<file path="src/ksd_pkg.sv">
// Package: register map, field layout and shared types of the key scanner
package ksd_pkg;
    localparam int          NUM_SCAN        = 32;
    localparam int          NUM_PEV         = 5;
    localparam int          DEB_W           = 6;
    localparam int          SEL_W           = 5;
    // Timing
    localparam int          CLK_HZ          = 100_000_000;
    localparam int          TICK_MS         = 1;
    localparam int          TICK_CYCLES     = CLK_HZ / 1000 * TICK_MS;
    // Register byte offsets
    localparam logic [7:0]  OFF_SCAN_SETUP  = 8'h00;
    localparam logic [7:0]  OFF_SCAN_EN     = 8'h04;
    localparam logic [7:0]  OFF_DEBOUNCE    = 8'h08;
    localparam logic [7:0]  OFF_PEV_CTRL    = 8'h0C;
    localparam logic [7:0]  OFF_PEV_SEL     = 8'h10;
    localparam logic [7:0]  OFF_PEV_CLEAR   = 8'h14;
    localparam logic [7:0]  OFF_PEV_FLAGS   = 8'h18;
    localparam logic [7:0]  OFF_IRQ_STATUS  = 8'h1C;
    localparam logic [7:0]  OFF_IRQ_MASK    = 8'h20;
    localparam logic [7:0]  OFF_PORT_LEVEL  = 8'h24;
    // Scan setup fields
    localparam int          SS_REPEAT_LSB   = 0;
    localparam int          SS_POL_BIT      = 8;
    localparam int          SS_REL_BIT      = 9;
    // Debounce register fields
    localparam int          DB_VALUE_LSB    = 0;
    localparam int          DB_SCAN_ON_BIT  = 8;
    localparam int          DB_PEV_ON_LSB   = 9;
    // Pin-event control fields
    localparam int          PC_POL_LSB      = 0;
    localparam int          PC_EDGE_LSB     = 8;
    // Status bits: bit 0 keyboard event, bits 1..5 pin events
    localparam int          ST_W            = 1 + NUM_PEV;
    localparam logic [31:0] RST_ZERO        = 32'h0000_0000;

    typedef enum logic [1:0] {KSD_IDLE, KSD_DEBOUNCE, KSD_ACTIVE, KSD_WAIT_REL} ksd_state_t;

    typedef struct packed {
        logic [DEB_W-1:0] debounce_time_ms;
        logic             deb_on;
        logic             polarity;
        logic             edge_mode;
    } ksd_pev_cfg_t;

    // Pick selected input out of the port
    function automatic logic ksd_pick(input logic [NUM_SCAN-1:0] v, input logic [SEL_W-1:0] s);
        ksd_pick = v[s];
    endfunction
endpackage

</file>
<file path="src/ksd_top.sv">
// Keyboard scanner and pin-event interrupt block with Wishbone slave
//
// The implementer's own choices: the address map and the Wishbone slave port.
`timescale 1ns/10ps
`default_nettype none
module ksd_top #(
    parameter int NUM_INPUTS = ksd_pkg::NUM_SCAN,
    parameter int TICK_DIV   = ksd_pkg::TICK_CYCLES
) (
    // Clock and reset
    input  wire logic                       CLOCK,
    input  wire logic                       RESET_N,
    // Wishbone slave
    input  wire logic                       WB_CYC_I,
    input  wire logic                       WB_STB_I,
    input  wire logic                       WB_WE_I,
    input  wire logic [7:0]                 WB_ADR_I,
    input  wire logic [3:0]                 WB_SEL_I,
    input  wire logic [31:0]                WB_DAT_I,
    output logic      [31:0]                WB_DAT_O,
    output logic                            WB_ACK_O,
    // Port pins
    input  wire logic [NUM_INPUTS-1:0]      PORT_IN,
    // Interrupts
    output logic                            KEYBOARD_INTERRUPT,
    output logic      [ksd_pkg::NUM_PEV-1:0] PIN_EVENT_INTERRUPT_N,
    output logic                            IRQ
);
    import ksd_pkg::*;

    ////////////////////////////////////////////////////////////////////////////
    // Pin synchronisers

    logic [NUM_SCAN-1:0] pin_s1_r;
    logic [NUM_SCAN-1:0] pin_s2_r;

    always_ff @(posedge CLOCK or negedge RESET_N) begin
        if (!RESET_N) begin
            // Pins idle high through pull-ups, no false edge
            pin_s1_r <= '1;
            pin_s2_r <= '1;
        end else begin
            pin_s1_r <= NUM_SCAN'(PORT_IN);
            pin_s2_r <= pin_s1_r;
        end
    end

    ////////////////////////////////////////////////////////////////////////////
    // Millisecond tick

    // Shared 1 ms enable for scanner and generators
    logic tick;

    ksd_tick #(.DIV(TICK_DIV)) u_tick (
        .clk   (CLOCK),
        .rst_n (RESET_N),
        .tick  (tick)
    );

    ////////////////////////////////////////////////////////////////////////////
    // Registers

    logic [DEB_W-1:0]         repeat_r;
    logic                     scan_active_polarity_r;
    logic                     release_report_enable_r;
    logic [NUM_SCAN-1:0]      scan_input_enable_r;
    logic [DEB_W-1:0]         debounce_time_ms_r;
    logic                     scan_debounce_on_r;
    logic [NUM_PEV-1:0]       pev_deb_on_r;
    logic [NUM_PEV-1:0]       pev_polarity_r;
    logic [NUM_PEV-1:0]       pev_edge_r;
    logic [NUM_PEV*SEL_W-1:0] pev_sel_r;
    logic [ST_W-1:0]          irq_status_r;
    logic [ST_W-1:0]          irq_mask_r;
    logic [NUM_PEV-1:0]       pev_clear;
    logic [NUM_PEV-1:0]       pev_flag;
    logic [NUM_PEV-1:0]       pev_pulse;
    logic                     kbd_pulse_r;
    logic                     bus_req;
    logic                     wr_en;
    logic                     rd_en;
    logic [31:0]              rd_nxt;

    // Ack high masks the request, one access per ack
    assign bus_req = WB_CYC_I && WB_STB_I && !WB_ACK_O;
    assign wr_en   = bus_req && WB_WE_I;
    assign rd_en   = bus_req && !WB_WE_I;

    always_ff @(posedge CLOCK or negedge RESET_N) begin
        if (!RESET_N) begin
            repeat_r                <= '0;
            scan_active_polarity_r  <= 1'b0;
            release_report_enable_r <= 1'b0;
            scan_input_enable_r     <= '0;
            debounce_time_ms_r      <= '0;
            scan_debounce_on_r      <= 1'b0;
            pev_deb_on_r            <= '0;
            pev_polarity_r          <= '0;
            pev_edge_r              <= '0;
            pev_sel_r               <= '0;
            irq_mask_r              <= '0;
        end else if (wr_en) begin
            // Lanes with select low keep their value
            case (WB_ADR_I)
                OFF_SCAN_SETUP: begin
                    if (WB_SEL_I[0]) repeat_r <= WB_DAT_I[SS_REPEAT_LSB +: DEB_W];
                    if (WB_SEL_I[1]) begin
                        scan_active_polarity_r  <= WB_DAT_I[SS_POL_BIT];
                        release_report_enable_r <= WB_DAT_I[SS_REL_BIT];
                    end
                end
                OFF_SCAN_EN: begin
                    for (int b = 0; b < 4; b++) begin
                        if (WB_SEL_I[b]) scan_input_enable_r[b*8 +: 8] <= WB_DAT_I[b*8 +: 8];
                    end
                end
                OFF_DEBOUNCE: begin
                    if (WB_SEL_I[0]) debounce_time_ms_r <= WB_DAT_I[DB_VALUE_LSB +: DEB_W];
                    if (WB_SEL_I[1]) begin
                        scan_debounce_on_r <= WB_DAT_I[DB_SCAN_ON_BIT];
                        pev_deb_on_r       <= WB_DAT_I[DB_PEV_ON_LSB +: NUM_PEV];
                    end
                end
                OFF_PEV_CTRL: begin
                    if (WB_SEL_I[0]) pev_polarity_r <= WB_DAT_I[PC_POL_LSB +: NUM_PEV];
                    if (WB_SEL_I[1]) pev_edge_r     <= WB_DAT_I[PC_EDGE_LSB +: NUM_PEV];
                end
                OFF_PEV_SEL: begin
                    if (&WB_SEL_I) pev_sel_r <= WB_DAT_I[NUM_PEV*SEL_W-1:0];
                end
                OFF_IRQ_MASK: begin
                    if (WB_SEL_I[0]) irq_mask_r <= WB_DAT_I[ST_W-1:0];
                end
                default: ;
            endcase
        end
    end

    // Write of ones to the clear register releases pin-event flags
    assign pev_clear = (wr_en && WB_ADR_I == OFF_PEV_CLEAR && WB_SEL_I[0])
                       ? WB_DAT_I[NUM_PEV-1:0] : '0;

    ////////////////////////////////////////////////////////////////////////////
    // Keyboard scanner

    logic [NUM_SCAN-1:0] scan_act;
    logic [NUM_SCAN-1:0] scan_act_d_r;
    logic                key_hit;
    logic                key_fall;
    ksd_state_t          kst_r;
    logic [DEB_W-1:0]    ktmr_r;
    logic                krel_r;

    // Active level low at polarity 0, only enabled inputs
    assign scan_act = (pin_s2_r ^ {NUM_SCAN{~scan_active_polarity_r}})
                      & scan_input_enable_r;
    assign key_hit  = |scan_act;
    // Any newly active enabled input starts a press in KSD_IDLE
    assign key_fall = |(scan_act & ~scan_act_d_r);

    always_ff @(posedge CLOCK or negedge RESET_N) begin
        if (!RESET_N) begin
            scan_act_d_r <= '1;
        end else begin
            scan_act_d_r <= scan_act;
        end
    end

    always_ff @(posedge CLOCK or negedge RESET_N) begin
        if (!RESET_N) begin
            kst_r       <= KSD_IDLE;
            ktmr_r      <= '0;
            krel_r      <= 1'b0;
            kbd_pulse_r <= 1'b0;
        end else begin
            kbd_pulse_r <= 1'b0;
            // Release debounce reuses DEBOUNCE with krel_r set
            case (kst_r)
                KSD_IDLE: begin
                    if (key_fall) begin
                        ktmr_r <= debounce_time_ms_r;
                        krel_r <= 1'b0;
                        kst_r  <= KSD_DEBOUNCE;
                    end
                end
                KSD_DEBOUNCE: begin
                    if (!key_hit && !krel_r) begin
                        kst_r <= KSD_IDLE;
                    end else if (key_hit && krel_r) begin
                        kst_r <= KSD_IDLE;
                    end else if (!scan_debounce_on_r || ktmr_r == '0) begin
                        kbd_pulse_r <= 1'b1;
                        if (krel_r) begin
                            kst_r <= KSD_IDLE;
                        end else begin
                            ktmr_r <= repeat_r;
                            kst_r  <= KSD_ACTIVE;
                        end
                    end else if (tick) begin
                        ktmr_r <= ktmr_r - 1'b1;
                    end
                end
                KSD_ACTIVE: begin
                    if (!key_hit) begin
                        if (release_report_enable_r) begin
                            ktmr_r <= debounce_time_ms_r;
                            krel_r <= 1'b1;
                            kst_r  <= KSD_DEBOUNCE;
                        end else begin
                            kst_r <= KSD_IDLE;
                        end
                    end else if (repeat_r != '0) begin
                        // Repeat timer runs only while held
                        if (ktmr_r == '0) begin
                            kbd_pulse_r <= 1'b1;
                            ktmr_r      <= repeat_r;
                        end else if (tick) begin
                            ktmr_r <= ktmr_r - 1'b1;
                        end
                    end
                end
                default: kst_r <= KSD_IDLE;
            endcase
        end
    end

    ////////////////////////////////////////////////////////////////////////////
    // Pin-event generators

    for (genvar g = 0; g < NUM_PEV; g++) begin : g_pev
        ksd_pev_cfg_t cfg;
        // Shared debounce time, per-generator enables
        assign cfg = '{
            debounce_time_ms: debounce_time_ms_r,
            deb_on:    pev_deb_on_r[g],
            polarity:  pev_polarity_r[g],
            edge_mode: pev_edge_r[g]
        };

        ksd_pin_event u_pev (
            .clk         (CLOCK),
            .rst_n       (RESET_N),
            .tick        (tick),
            .level       (ksd_pick(pin_s2_r, pev_sel_r[g*SEL_W +: SEL_W])),
            .cfg         (cfg),
            .clear       (pev_clear[g]),
            .flag        (pev_flag[g]),
            .event_pulse (pev_pulse[g])
        );
    end

    ////////////////////////////////////////////////////////////////////////////
    // Interrupt status, read-to-clear, set wins

    // A new event beats a read in the same cycle
    logic status_rd;
    assign status_rd = rd_en && WB_ADR_I == OFF_IRQ_STATUS;

    always_ff @(posedge CLOCK or negedge RESET_N) begin
        if (!RESET_N) begin
            irq_status_r <= '0;
        end else begin
            irq_status_r <= (status_rd ? '0 : irq_status_r) | {pev_pulse, kbd_pulse_r};
        end
    end

    always_ff @(posedge CLOCK or negedge RESET_N) begin
        if (!RESET_N) begin
            IRQ                   <= 1'b0;
            KEYBOARD_INTERRUPT    <= 1'b0;
            PIN_EVENT_INTERRUPT_N <= '1;
        end else begin
            // One cycle behind status, kbd_pulse_r and flags
            IRQ                   <= |(irq_status_r & irq_mask_r);
            KEYBOARD_INTERRUPT    <= kbd_pulse_r;
            PIN_EVENT_INTERRUPT_N <= ~pev_flag;
        end
    end

    ////////////////////////////////////////////////////////////////////////////
    // Read mux and acknowledge

    // Unmapped and write-only offsets read zero
    always_comb begin
        rd_nxt = RST_ZERO;
        case (WB_ADR_I)
            OFF_SCAN_SETUP: begin
                rd_nxt[SS_REPEAT_LSB +: DEB_W] = repeat_r;
                rd_nxt[SS_POL_BIT]             = scan_active_polarity_r;
                rd_nxt[SS_REL_BIT]             = release_report_enable_r;
            end
            OFF_SCAN_EN:    rd_nxt = scan_input_enable_r;
            OFF_DEBOUNCE: begin
                rd_nxt[DB_VALUE_LSB +: DEB_W]    = debounce_time_ms_r;
                rd_nxt[DB_SCAN_ON_BIT]           = scan_debounce_on_r;
                rd_nxt[DB_PEV_ON_LSB +: NUM_PEV] = pev_deb_on_r;
            end
            OFF_PEV_CTRL: begin
                rd_nxt[PC_POL_LSB +: NUM_PEV]  = pev_polarity_r;
                rd_nxt[PC_EDGE_LSB +: NUM_PEV] = pev_edge_r;
            end
            OFF_PEV_SEL:    rd_nxt[NUM_PEV*SEL_W-1:0] = pev_sel_r;
            OFF_PEV_FLAGS:  rd_nxt[NUM_PEV-1:0]       = pev_flag;
            OFF_IRQ_STATUS: rd_nxt[ST_W-1:0]          = irq_status_r;
            OFF_IRQ_MASK:   rd_nxt[ST_W-1:0]          = irq_mask_r;
            OFF_PORT_LEVEL: rd_nxt                    = pin_s2_r;
            default:        rd_nxt = RST_ZERO;
        endcase
    end

    always_ff @(posedge CLOCK or negedge RESET_N) begin
        if (!RESET_N) begin
            WB_ACK_O <= 1'b0;
            WB_DAT_O <= '0;
        end else begin
            // Ack never stands two cycles in a row
            WB_ACK_O <= bus_req;
            if (rd_en) begin
                WB_DAT_O <= rd_nxt;
            end
        end
    end
endmodule
`default_nettype wire

</file>
<file path="src/ksd_tick.sv">
// Millisecond tick divider
`timescale 1ns/10ps
`default_nettype none
module ksd_tick #(
    parameter int DIV = ksd_pkg::TICK_CYCLES
) (
    input  wire logic clk,
    input  wire logic rst_n,
    output logic      tick
);
    localparam int CW = $clog2(DIV);
    logic [CW-1:0] cnt_r;

    always_ff @(posedge clk or negedge rst_n) begin
        if (!rst_n) begin
            cnt_r <= '0;
            tick  <= 1'b0;
        end else if (cnt_r == CW'(DIV - 1)) begin
            cnt_r <= '0;
            tick  <= 1'b1;
        end else begin
            cnt_r <= cnt_r + 1'b1;
            tick  <= 1'b0;
        end
    end
endmodule
`default_nettype wire

</file>
<file path="src/ksd_pin_event.sv">
// One pin-event generator with its own debounce timer and flag
`timescale 1ns/10ps
`default_nettype none
module ksd_pin_event (
    input  wire logic                  clk,
    input  wire logic                  rst_n,
    input  wire logic                  tick,
    input  wire logic                  level,
    input  wire ksd_pkg::ksd_pev_cfg_t cfg,
    input  wire logic                  clear,
    output logic                       flag,
    output logic                       event_pulse
);
    import ksd_pkg::*;
    ksd_state_t       st_r;
    logic [DEB_W-1:0] tmr_r;
    logic             lvl_d_r;
    logic             act;
    logic             hit;

    // Active means high when polarity is 0
    assign act = level ^ cfg.polarity;
    assign hit = act && !lvl_d_r;

    always_ff @(posedge clk or negedge rst_n) begin
        if (!rst_n) begin
            lvl_d_r <= 1'b1;
        end else begin
            lvl_d_r <= act;
        end
    end

    always_ff @(posedge clk or negedge rst_n) begin
        if (!rst_n) begin
            st_r        <= KSD_IDLE;
            tmr_r       <= '0;
            flag        <= 1'b0;
            event_pulse <= 1'b0;
        end else begin
            event_pulse <= 1'b0;
            case (st_r)
                KSD_IDLE: begin
                    if (hit) begin
                        tmr_r <= cfg.debounce_time_ms;
                        st_r  <= KSD_DEBOUNCE;
                    end
                end
                KSD_DEBOUNCE: begin
                    if (!act) begin
                        st_r <= KSD_IDLE;
                    end else if (!cfg.deb_on || tmr_r == '0) begin
                        flag        <= 1'b1;
                        event_pulse <= 1'b1;
                        st_r        <= KSD_ACTIVE;
                    end else if (tick) begin
                        tmr_r <= tmr_r - 1'b1;
                    end
                end
                KSD_ACTIVE: begin
                    if (clear) begin
                        flag <= 1'b0;
                        st_r <= cfg.edge_mode ? KSD_WAIT_REL : KSD_IDLE;
                    end
                end
                KSD_WAIT_REL: begin
                    if (!act) begin
                        st_r <= KSD_IDLE;
                    end
                end
                default: st_r <= KSD_IDLE;
            endcase
        end
    end
endmodule
`default_nettype wire

</file>
<file path="config.mk">
export PLATFORM = sky130hd
export DESIGN_NAME = ksd_top
export DESIGN_NICKNAME = d
export VERILOG_FILES = /design/src/ksd_pkg.sv /design/src/ksd_top.sv /design/src/ksd_tick.sv /design/src/ksd_pin_event.sv
export SDC_FILE = /design/constraint.sdc
export NUM_CORES = 1
export LEC_CHECK = 0
export BUFFER_PORTS_ARGS = -buffer_cell sky130_fd_sc_hd__buf_2
export CAP_MARGIN = 5
export CORE_ASPECT_RATIO = 2
export CORE_MARGIN = 2
export CORE_UTILIZATION = 55
export DETAILED_ROUTE_END_ITERATION = 12
export MAX_ROUTING_LAYER = met4
export PLACE_DENSITY = 0.84
export SLEW_MARGIN = 20
export SYNTH_ARGS = -nofsm -noshare
export SYNTH_HDL_FRONTEND = slang
export SYNTH_SLANG_ARGS = --single-unit
</file>
<file path="constraint.sdc">
create_clock -name CLOCK -period 10.3 [get_ports CLOCK]
set_input_delay 0.515 -clock CLOCK [delete_from_list [all_inputs] [get_ports CLOCK]]
set_output_delay 0.515 -clock CLOCK [all_outputs]
set_load 0.05 [all_outputs]
</file>
After elaboration in Yosys (flattened, before gate mapping):

Index checks and enable logic that the tools add are counted.
W data, S select, Z words.

* bits of input ports: 81
* flip-flop bits (word level): 318
* bits in read-only memories: 0
* bits in writable memories: 0
* latch bits: 0
* memories kept: 0

* reductions and logical operators: 94
* divide/modulo/power cells: 0
* bitwise gates (word level): 13
* add/sub/neg operators: 7
* order comparisons: 5
* multiplexer cells: 147
* eq/ne operators: 76
* multiply operators: 0
* shifts and indexed selects: 0

Operators with widths (count)
* $mux W6: 31
* $mux W2: 36
* $and A32 B32 Y32: 2
* $reduce_or A32 Y1: 2
* $pmux W6 S2: 5
* $ne A2 B2 Y1 const B: 25
* $mux W1: 46
* $pmux W5 S9: 1
* $reduce_and A4 Y1: 11
* $pmux W2 S4: 5
* $logic_not A6 Y1: 6
* $reduce_and A3 Y1: 12
* $sub A6 B1 Y6 const B: 6
* $pmux W11 S3: 1
* $eq A8 B5 Y1 const B: 4
* $not A32 Y32: 1
* $xor A32 B32 Y32: 1
* $lt A5 B6 Y1 const B: 5
* $ne A2 B1 Y1 const B: 15
* $bmux W1 S5: 5
* $reduce_and A5 Y1: 5
* $ne A3 B3 Y1 const B: 8
* $eq A2 B2 Y1 const B: 11
* $reduce_bool A2 Y1: 11
* 32 further kinds: 87

Longest topological paths before layout:

Gate-level depths: netlist of the first run.

* depth in word-level cells: 8
* depth in mapped cells: 15

Modules after synthesis:

A second synthesis of the first run with hierarchy kept.

* cells, all modules: 1305
* area, all modules: 15653.8 µm²

By module, submodules not included
* ksd_top: times used 1, cells each 860, sequential area each 6257.3 µm², area an instance 11382.2 µm²
* ksd_pin_event: times used 5, cells each 74, sequential area each 276.5 µm², area an instance 690.7 µm²
* ksd_tick: times used 1, cells each 75, sequential area each 450.4 µm², area an instance 818.3 µm²

Least setup slack after synthesis of the first run:

OpenSTA, ideal clock, no wires.

* path kind: register to register
* from: register pin_s2_r[2]
* to: register ktmr_r[2]
* clock period less this slack: 3368 ps
* slack: 6932 ps
* cell stages (with the launch flop): 14
* arrival: 3243 ps
* buffers on the path: 1
* library setup time: 125 ps
* cells stage by stage: dfstp_2 xnor2_1 and2_1 or4_1 or4_4 a21oi_4 buf_2 inv_1 ha_1 nor2_1 o21ai_0 a21oi_1 o211ai_4 mux2_2

* word-level cells in the longest chain between the ends: 7

RTL lines
* start: declaration: RTL line ksd_top.sv:35 `logic [NUM_SCAN-1:0] pin_s2_r;`
* start signal: assignment: RTL line ksd_top.sv:44 `pin_s2_r <= pin_s1_r;`
* $xor A32 B32 Y32 (*): RTL line ksd_top.sv:155 `assign scan_act = (pin_s2_r ^ {NUM_SCAN{~scan_active_polarity_r}})`
* $and A32 B32 Y32 (*): RTL line ksd_top.sv:156 `& scan_input_enable_r;`
* named net scan_act[2]: RTL line ksd_top.sv:146 `logic [NUM_SCAN-1:0] scan_act;`
* $reduce_or A32 Y1: RTL line ksd_top.sv:157 `assign key_hit = |scan_act;`
* $logic_not A1 Y1
* $logic_and A1 B1 Y1: RTL line ksd_top.sv:187 `if (!key_hit && !krel_r) begin`
* $ne A2 B2 Y1 (no source line)
* $reduce_and A7 Y1 (no source line)
* end signal: assignment: RTL line ksd_top.sv:181 `ktmr_r <= debounce_time_ms_r;`
* end signal: assignment: RTL line ksd_top.sv:196 `ktmr_r <= repeat_r;`
* end signal: assignment: RTL line ksd_top.sv:200 `ktmr_r <= ktmr_r - 1'b1;`
* end: declaration: RTL line ksd_top.sv:151 `logic [DEB_W-1:0] ktmr_r;`

The timed path passes the listed nets; every way through them passes the cells marked *.
A chain may end at the register's enable or synchronous reset.

Final worst setup path of the first run:

* from: register scan_active_polarity_r
* to: register ktmr_r[4]

* word-level cells in the longest chain between the ends: 8

RTL lines
* start: declaration: RTL line ksd_top.sv:64 `logic scan_active_polarity_r;`
* start signal: assignment: RTL line ksd_top.sv:108 `scan_active_polarity_r <= WB_DAT_I[SS_POL_BIT];`
* $not A1 Y1 (*): RTL line ksd_top.sv:155
* $xor A32 B32 Y32 (*): RTL line ksd_top.sv:155
* $and A32 B32 Y32 (*): RTL line ksd_top.sv:156
* named net scan_act[2]: RTL line ksd_top.sv:146
* $reduce_or A32 Y1: RTL line ksd_top.sv:157
* $logic_not A1 Y1
* $logic_and A1 B1 Y1: RTL line ksd_top.sv:187
* $ne A2 B2 Y1 (no source line)
* $reduce_and A7 Y1 (no source line)

Marks and branches as above.

==> impl_metrics.py, run 1 <==
metrics = {
    "status": {
        "status": "complete, no violations",
    },
    "clock_network": {
        "cts_buffers": 29,
        "clock_latency_ns": 0.59,
        "path_clk_slew_ns": 0.07,
        "post_cts_buffers": 0,
        "cts_buffer_depth": 3,
        "cts_root_buffer": "clkbuf_16",
        "clock-sinks": 318,
        "htree_levels": 1,
        "cts_tree": "yes",
        "post_cts_resized": 0,
        "hold_buffers": 0,
    },
    "synth": {
        "syn_nets": 1517,
        "synth_edf_count": 0,
        "synth.top_cells.by_count": "dfrtp_1 (212), nand2_1 (107), dfstp_2 (106), inv_1 (95), mux2_2 (94)",
        "seq_area_frac_synth_pct": 51.5,
        "syn-cell-area_um2": 15700,
        "synth_ff_type": "dfrtp_1",
        "synth_top_area_share_pct": 33.8,
        "synthCells": 1417,
        "yosysWarnings": 0,
        "synth_top_cell_by_area": "dfrtp_1",
        "synth.area.top_cells": "dfrtp_1 (34%), dfstp_2 (18%), mux2_2 (6.7%)",
        "synth.avg_cell_area_um2": 11.1,
        "synth-seq-cells": 318,
        "ys_types": 67,
        "post-synth-top-count-cell": "dfrtp_1",
        "async_flop_share_pct": 100,
    },
    "routing": {
        "initialDrtViolationCount": 1329,
        "drc_errors": 0,
        "avgViaCountPerCell": 6.51,
        "dr_total_vias": 12200,
        "antenna_left": 0,
        "totalWireLength_um": 45500,
        "firstDrtPassIters": 9,
        "routedWlPerCell_um": 24.3,
    },
    "place": {
        "post_dp_cell_area_um2": 16500,
        "place_congestion": 1.00,
        "dp_slack_ns": 6.31,
        "hpwlAfterDp_um": 33300,
        "port_buffers": 120,
    },
    "global_routing": {
        "antenna_found_initial": 1,
        "grt_pass1_vias": 12300,
        "grt.total_usage_pct": 31.8,
        "gr-total-overflow": 0,
        "grt_max_degree": 123,
        "grt_first_pass_wirelength_um": 69700,
    },
    "final_layout": {
        "area_delta_synth_final_pct": 11.2,
        "drive_above_1_share_pct": 28.8,
        "final_nets": 1594,
        "fin_area_um2": 17500,
    },
    "die": {
        "start_util_pct": 55.7,
        "num_rows": 87,
        "die_area_um2": 30000,
        "die_h_um": 243,
        "die_w_um": 124,
        "fp.coreArea_um2": 28200,
        "ioPinCount": 121,
    },
    "pwr": {
        "vdd_ir_drop_max_uv": 160,
        "p_per_area_nw_per_um2": 177,
        "leakage_nw": 7.65,
    },
    "sta": {
        "hold_viol_final": 0,
        "post-route-period-util_pct": 39.3,
        "rsz0062_at_grt": "no",
        "fmax_mhz": 247,
        "layout_setup_ws_ns": 6.26,
        "finalCriticalPeriod_ns": 4.04,
        "clock_skew_ns": 0.0346,
        "setup-violations-final": 0,
        "relSlewSlack_pct": 30.1,
        "setup-tns-final_ns": 0,
        "worst_pin_slew_ns": 1.05,
        "drv_slew": 0,
    },
    "setup_path": {
        "worstSetupStartpointType": "flip-flop",
        "worstPathArrival_ns": 4.51,
        "path_class": "reg -> reg",
        "cp_max_fo": 36,
        "endpoint_kind": "flip-flop",
        "critPathRequiredTime_ns": 10.77,
    },
    "flow_run": {
        "max_cap_viol_count": 0,
    },
    "worst_hold_path": {
        "hold_class": "in -> async",
    },
}
cells in the final DEF, fill, tap and decap left out, drive strengths merged, types with 18 or more instances in the layout:
cell type,count
mux2i,26
nand2,107
mux4,42
clkbuf,36
dfstp,106
nand3,31
a31oi,26
dfrtp,212
mux2,94
inv,99
ha,19
a221oi,21
xnor2,45
o21ai,58
a22oi,21
nor3,26
a21oi,66
o22ai,23
and2,18
buf,131
nor2,88
sequential cells by signal, indices dropped and copies added (netlist names), 2 cells and up:
register and count:
g_pev.u_pev.event_pulse 5, u_tick.cnt_r 17, g_pev.u_pev.flag 5, scan_input_enable_r 32
repeat_r 6, pev_deb_on_r 5, g_pev.u_pev.tmr_r 30, pev_polarity_r 5
WB_DAT_O 32, pin_s1_r 32, PIN_EVENT_INTERRUPT_N 5, scan_act_d_r 32
kst_r 2, pev_edge_r 5, g_pev.u_pev.lvl_d_r 5, irq_status_r 6
ktmr_r 6, g_pev.u_pev.st_r 10, debounce_time_ms_r 6, irq_mask_r 6
pin_s2_r 32, pev_sel_r 25
per-stage QoR:
step | total power, W | cells | util [%] | hold WS, ns
after CTS | 0.00310 | 1873 | 62.0 | 0.0170
final | 0.00309 | 1874 | 62.0 | 0.0142
after global routing | 0.00322 | 1874 | 62.0 | 0.00885
after global placement | 0.00200 | 1819 | 58.6 | 0.347
after floorplan | 0.00184 | 1417 | - | 0.219
after detailed placement | 0.00202 | 1819 | 58.6 | 0.347
cells by family after synthesis:
family / synth area share (%)
AND/OR/NAND/NOR: 11.4
flip-flops: 51.5
AO/OA/AOI/OAI: 13.5
buffers and inverters: 4.53
multiplexers: 14.4
XOR/XNOR: 3.12
adder cells (fa/ha/maj): 1.51
critical path, cell delays in order (launching register included):
cell,delay [ns]
dfrtp_2,0.34
buf_4,0.47
xnor2_1,0.16
and2_1,0.20
or4_1,0.53
or4_4,0.45
a21oi_4,0.42
inv_1,0.13
ha_1,0.21
nor2_1,0.15
o21ai_0,0.10
a21oi_1,0.26
o211ai_4,0.17
mux2_2,0.30
per-layer routing:
metal / vias up / wire length, um / track usage, %
met4: 0 / 4480 / 24.5
met1: 6045 / 14800 / 33.2
met2: 630 / 23300 / 52.7
met3: 249 / 2850 / 4.63
li1: 5274 / - / -
met5: - / 0 / -
report_power, final:
part | switching, W | internal [W]
logic | 0.000321 | 0.000183
clock network | 0.000488 | 0.000590
registers | 0.000132 | 0.00138
total | 0.000941 | 0.00215
cell type report:
| cell class | instances | area [um2] |
|---|---|---|
| sequential | 318 | 8090 |
| multi-input combinational | 918 | 6940 |
| clock inverter | 18 | 173 |
| inverter | 96 | 360 |
| timing repair buffer | 131 | 693 |
| fill | 2179 | 10700 |
| tap | 356 | 445 |
| clock buffer | 36 | 772 |
| antenna | 1 | 2.50 |
final timing paths:
check	to	cells past startpoint	slack, ns	start
worst max-delay path	ktmr_r[4]$_DFFE_PN0P_	13	6.26	scan_active_polarity_r$_DFFE_PN0P_
worst min-delay path	u_tick.cnt_r[1]$_DFF_PN0_	1	0.01	RESET_N
worst max register to register	ktmr_r[4]$_DFFE_PN0P_	13	6.26	scan_active_polarity_r$_DFFE_PN0P_
worst min register to register	pin_s2_r[22]$_DFF_PN1_	0	0.35	pin_s1_r[22]$_DFF_PN1_
max in group asynchronous	WB_DAT_O[21]$_DFFE_PN0P_	3	8.09	RESET_N
min in group CLOCK	pin_s1_r[27]$_DFF_PN1_	1	0.03	PORT_IN[27]
Note: power is estimated with default switching activity, not from simulation.
==> run 2, diff against run 1 <==
clock period = 4 ns   (was 10.3 ns; I/O delays follow)
==> run 2 against run 1 <==
Sequential cell count did not move. Utilization rose by 2.5 points. Critical path depth fell by 5. Critical endpoint is now g_pev[1].u_pev.tmr_r[0]$_DFFE_PN0P_. Die area did not move. Combinational power rose to 2.7 times the previous value. Via count rose by 2.3%. Cell area rose by 4.1%. Fmax rose by 13%. Sequential share of layout area fell by 1.8 points. Wire length rose by 4.6%.
==> impl_metrics.py, run 2 (synthesis results as in run 1) <==
metrics = {
    "setup_path": {
        "max_stage_delay_ns": 0.66,
        "endpoint_kind": "flip-flop",
        "path_class": "reg -> reg",
        "critPathRequiredTime_ns": 4.48,
        "path_cells": "mux4_2 > mux2i_1 > o32ai_1 > a311oi_1 > xnor2_1 > nor2b_1 > or4b_2 > o211ai_1",
        "worstPathArrival_ns": 4.05,
        "slowest_stage": "dfrtp_1",
        "worstSetupStartpointType": "flip-flop",
        "cp_max_fo": 9,
    },
    "routing": {
        "wl_met2_um": 24800,
        "dr_total_vias": 12500,
        "firstDrtPassIters": 8,
        "antenna_left": 0,
        "top_layer": "met4",
        "drc_errors": 0,
        "met1_length_um": 15200,
        "routed-wl-met3_um": 2670,
        "initialDrtViolationCount": 1240,
        "totalWireLength_um": 47600,
        "avgViaCountPerCell": 6.44,
        "routedWlPerCell_um": 24.5,
    },
    "worst_hold_path": {
        "hold_class": "in -> reg",
    },
    "clock_network": {
        "post_cts_resized": 0,
        "hold_buffers": 63,
        "clock_latency_ns": 0.57,
        "cts_buffer_depth": 3,
        "clock-sinks": 318,
        "post_cts_buffers": 0,
        "cts_root_buffer": "clkbuf_16",
        "cts_tree": "yes",
        "htree_levels": 1,
        "path_clk_slew_ns": 0.07,
        "cts_buffers": 28,
    },
    "place": {
        "port_buffers": 120,
        "place_congestion": 1.03,
        "dpl.cell_count": 1825,
        "hpwlAfterDp_um": 34700,
    },
    "die": {
        "die_area_um2": 30000,
        "num_rows": 87,
        "start_util_pct": 55.7,
        "die_w_um": 124,
        "fp.coreArea_um2": 28200,
        "ioPinCount": 121,
        "die_h_um": 243,
    },
    "sta": {
        "rsz0062_at_grt": "no",
        "drv_slew": 0,
        "post-route-period-util_pct": 89.3,
        "worst_pin_slew_ns": 0.973,
        "fmax_mhz": 280,
        "relSlewSlack_pct": 35.1,
        "setup-violations-final": 0,
        "hold_viol_final": 0,
        "setup-tns-final_ns": 0,
        "finalCriticalPeriod_ns": 3.57,
        "clock_skew_ns": 0.0154,
    },
    "final_layout": {
        "area_delta_synth_final_pct": 15.8,
        "final_cell_mix": "dfrtp_1 (211), buf_2 (119), nand2_1 (107)",
        "drive_above_1_share_pct": 27.7,
        "final_nets": 1662,
        "layout_commonest_cell": "dfrtp_1",
        "antennaDiodeCount": 0,
        "fin_cells": 1940,
    },
    "global_routing": {
        "grt_max_degree": 104,
        "grt_first_pass_wirelength_um": 73500,
        "grt.total_usage_pct": 33.7,
        "grt_pass1_vias": 12800,
        "antenna_found_initial": 0,
        "gr-total-overflow": 0,
    },
    "pwr": {
        "p_int_w": 0.00569,
        "vdd_ir_drop_max_uv": 378,
        "p_per_area_nw_per_um2": 445,
        "pwr-share-comb_pct": 16.8,
        "power.share.clock_pct": 35.3,
        "sequentialPowerShare_pct": 47.9,
        "swShare_pct": 29.7,
        "leakage_nw": 7.96,
        "p_sw_w": 0.00241,
    },
    "status": {
        "status": "complete, no violations",
    },
    "flow_run": {
        "max_cap_viol_count": 0,
    },
}
[run 2: power groups by stage]
stage | Sequential (W) | Combinational, W | Clock, W
after CTS | 0.00386 | 0.00135 | 0.00289
after global placement | 0.00390 | 0.00126 | 0
after global routing | 0.00391 | 0.00149 | 0.00302
after detailed placement | 0.00392 | 0.00130 | 0
final | 0.00387 | 0.00136 | 0.00286
after floorplan | 0.00395 | 0.000797 | 0
[run 2: worst paths after layout]
check / to / cells past startpoint / slack, ns / startpoint
setup / recovery: g_pev[1].u_pev.tmr_r[0]$_DFFE_PN0P_ / 8 / 0.43 / pev_sel_r[5]$_DFFE_PN0P_
hold / removal: repeat_r[0]$_DFFE_PN0P_ / 2 / 0.06 / WB_DAT_I[0]
setup reg to reg: g_pev[1].u_pev.tmr_r[0]$_DFFE_PN0P_ / 8 / 0.43 / pev_sel_r[5]$_DFFE_PN0P_
hold reg to reg: pin_s2_r[20]$_DFF_PN1_ / 0 / 0.35 / pin_s1_r[20]$_DFF_PN1_
max in group asynchronous: debounce_time_ms_r[4]$_DFFE_PN0P_ / 3 / 2.79 / RESET_N
min in group asynchronous: krel_r$_DFFE_PN0P_ / 2 / 0.21 / RESET_N
[run 2: stage by stage]
stage	util (%)	setup slack (ns)	power [W]	cell area (um2)	hold slack, ns
final	64.5	0.427	0.00809	18200	0.0627
after global routing	64.5	0.243	0.00842	18200	0.0639
after CTS	64.5	0.346	0.00811	18200	0.0383
after detailed placement	58.9	0.349	0.00521	16600	0.236
after global placement	58.9	0.438	0.00517	16600	0.229
after floorplan	-	0.632	0.00475	15700	-0.0956
[run 2: layout make-up]
cell class	instances	area [um2]
Clock buffer	43	868
Tap cell	356	445
Fill cell	2121	9990
Clock inverter	9	101
Inverter	96	360
Multi-Input combinational cell	918	6940
Timing Repair Buffer	200	1390
Sequential cell	318	8090
[run 2: critical path, delay by kind of cell (launching register included)]
family           cells  cell delay, ns
AO/OA/AOI/OAI        3            0.68
XOR/XNOR             1            0.30
AND/OR/NAND/NOR      2            1.11
flip-flops           1            0.66
multiplexers         2            0.73
[run 2: per-layer routing]
layer | vias to the layer above | global-route usage, %
met4 | 0 | 26.8
met2 | 642 | 56.8
met5 | - | -
li1 | 5414 | -
met3 | 243 | 3.59
met1 | 6185 | 34.7
==> run 3, diff against run 2 <==
SYNTH_HIERARCHICAL = 1   (was default)
==> run 3 against run 2 <==
Largest cell class unchanged. Wire length fell by 6.3%. Cell area fell by 0.30%. Synthesized area fell by 0.39%. Clock power fell by 6%. Critical path type unchanged.
==> impl_metrics.py, run 3 <==
metrics = {
    "global_routing": {
        "grt_first_pass_wirelength_um": 69700,
        "grt.total_usage_pct": 31.5,
        "grt_pass1_vias": 12600,
        "antenna_found_initial": 0,
        "use_met3_pct": 4.96,
        "met1_usage_pct": 33.1,
        "met2_usage_pct": 52.0,
        "grt_max_degree": 121,
        "grt.busiest_layer": "met2",
        "gr-total-overflow": 0,
    },
    "die": {
        "die_h_um": 243,
        "fp.coreArea_um2": 28100,
        "ioPinCount": 121,
        "start_util_pct": 55.7,
        "die_w_um": 123,
        "num_rows": 87,
        "die_area_um2": 29900,
    },
    "flow_run": {
        "max_cap_viol_count": 0,
    },
    "setup_path": {
        "endpoint_kind": "flip-flop",
        "worstSetupStartpointType": "flip-flop",
        "reg2reg_depth": 14,
        "worstPathArrival_ns": 4.14,
        "worst-path-stages": 14,
        "cp_max_fo": 16,
        "cp_common_cell": "nand2_1",
        "max_stage_delay_ns": 0.60,
        "path_cells": "xnor2_1 > nand2_1 > inv_1 > or4_1 > nor3_1 > nand2_1 > ha_1 > nor2_1 > a21boi_0 > o21bai_1 > a2111oi_4 > buf_4 > nand2_1 > o221ai_1",
        "path_buf_inv": 2,
        "critPathRequiredTime_ns": 4.45,
        "slowest_stage": "dfrtp_4",
        "crit_family": "simple AND/OR/NAND/NOR gates",
        "ff2ff_setup_slack_ns": 0.31,
        "path_class": "reg -> reg",
    },
    "pwr": {
        "finalPower_w": 0.00844,
        "p_per_area_nw_per_um2": 465,
        "leakage_nw": 7.91,
        "vdd_ir_drop_max_uv": 465,
    },
    "clock_network": {
        "clock_latency_ns": 0.55,
        "cts_buffers": 27,
        "cts_buffer_depth": 3,
        "post_cts_buffers": 0,
        "htree_levels": 1,
        "clock-sinks": 318,
        "cts_root_buffer": "clkbuf_16",
        "cts_tree": "yes",
        "path_clk_slew_ns": 0.07,
    },
    "synth": {
        "synth.top_cells.by_count": "dfrtp_1 (212), dfstp_2 (106), nand2_1 (103), mux2_2 (99), nor2_1 (89)",
        "yosysWarnings": 6,
        "synth-seq-cells": 318,
        "synth_mux_area_share_pct": 15.1,
        "synthAdderAreaFrac_pct": 1.60,
        "yosys.area_share.simple_pct": 11.7,
        "ys_types": 69,
        "synth_top_area_share_pct": 33.9,
        "async_flop_share_pct": 100,
        "syn_nets": 1406,
        "synth.avg_cell_area_um2": 12.0,
        "synth_ff_type": "dfrtp_1",
        "synth.area.top_cells": "dfrtp_1 (34%), dfstp_2 (18%), mux4_2 (7.2%)",
        "syn-cell-area_um2": 15700,
        "synth_top_family_by_area": "multiplexers",
        "synthXorXnorAreaFrac_pct": 3.13,
        "synthCells": 1305,
        "seq_area_frac_synth_pct": 51.7,
        "post-synth-top-count-cell": "dfrtp_1",
        "synth_top_cell_by_area": "dfrtp_1",
        "synth_compound_area_share_pct": 13.8,
        "synth_edf_count": 0,
    },
    "sta": {
        "hold_viol_final": 0,
        "relSlewSlack_pct": 35.6,
        "worst_pin_slew_ns": 0.958,
        "fmax_mhz": 271,
        "setup-tns-final_ns": 0,
        "drv_slew": 0,
        "setup-violations-final": 0,
        "hold-worst-slack_ns": 0.0231,
        "clock_skew_ns": 0.0103,
        "rsz0062_at_grt": "no",
        "finalCriticalPeriod_ns": 3.69,
        "post-route-period-util_pct": 92.2,
    },
    "place": {
        "hpwlAfterDp_um": 32200,
        "place_congestion": 0.998,
        "port_buffers": 120,
    },
    "final_layout": {
        "final_cell_mix": "dfrtp_1 (211), buf_2 (119), dfstp_2 (106)",
        "layout_commonest_cell": "dfrtp_1",
        "final_nets": 1577,
        "area_delta_synth_final_pct": 15.9,
        "drive_above_1_share_pct": 31.8,
        "antennaDiodeCount": 0,
    },
    "routing": {
        "initialDrtViolationCount": 1271,
        "antenna_left": 0,
        "totalWireLength_um": 44500,
        "drc_errors": 0,
        "dr_total_vias": 12100,
        "avgViaCountPerCell": 6.51,
        "firstDrtPassIters": 6,
        "routedWlPerCell_um": 24.0,
    },
    "worst_hold_path": {
        "hold_depth": 3,
        "hold_class": "in -> reg",
    },
    "status": {
        "status": "complete, no violations",
    },
}
[run 3: repair_timing]
action,4_1_cts,5_1_grt
endpoints found under the hold margin,162,0
gates resized for setup,0,1
hold buffers,61,0
setup endpoints to repair,0,1
[run 3: area by class of cell]
cell class	instances	area, um2
clock buffer	39	845
clock inverter	10	61.3
fill	2097	9940
inverter	59	221
multi-input combinational	874	7120
sequential	318	8090
tap	356	445
timing repair buffer	196	1360
[run 3: report_power, final]
group          leakage [nW]  internal, W  switching, W  total (W)
combinational          3.55     0.000713       0.00105    0.00177
clock                 0.444      0.00147       0.00120    0.00268
sequential             3.92      0.00359      0.000407    0.00400
[run 3: path summary, 6_finish.rpt]
| path | start | to |
|---|---|---|
| setup / recovery | scan_active_polarity_r$_DFFE_PN0P_ | ktmr_r[1]$_DFFE_PN0P_ |
| hold / removal | WB_CYC_I | WB_ACK_O$_DFF_PN0_ |
| setup reg to reg | scan_active_polarity_r$_DFFE_PN0P_ | ktmr_r[1]$_DFFE_PN0P_ |
| hold reg to reg | pin_s1_r[20]$_DFF_PN1_ | pin_s2_r[20]$_DFF_PN1_ |
| max in group asynchronous | RESET_N | pin_s1_r[12]$_DFF_PN1_ |
| min in group asynchronous | RESET_N | WB_DAT_O[28]$_DFFE_PN0P_ |
[run 3: per-stage QoR]
stage               cells  utilization [%]  setup WS, ns  cell area, um2
detailed placement   1742             59.2         0.374           16600
global route         1852             64.6        0.0359           18100
CTS                  1852             64.6         0.321           18100
global placement     1742             59.2         0.502           16600
finish               1852             64.6         0.311           18100
floorplan            1305                -         0.939           15700
[run 3: cell families (layout without fill, tap and decap cells)]
kind of cell    Yosys count  after routing
compound gates          279            279
xor+xnor                 56             56
fa+ha+maj                20             20
mux                     161            161
flops                   318            318
simple gates            358            358
buf+inv                 113            304
[run 3: per-layer routing]
metal | share of wire [%] | vias to the layer above
met2 | 52 | 657
met1 | 33 | 5964
met5 | 0 | -
li1 | - | 5174
met4 | 9.3 | 0
met3 | 6.3 | 261
[run 3: worst reg2reg max path, cell delays in order, from the launching register on]
cell and delay, ns:
dfrtp_4 0.60, xnor2_1 0.17, nand2_1 0.10, inv_1 0.06
or4_1 0.52, nor3_1 0.28, nand2_1 0.26, ha_1 0.25
nor2_1 0.12, a21boi_0 0.20, o21bai_1 0.12, a2111oi_4 0.31
buf_4 0.24, nand2_1 0.14, o221ai_1 0.22
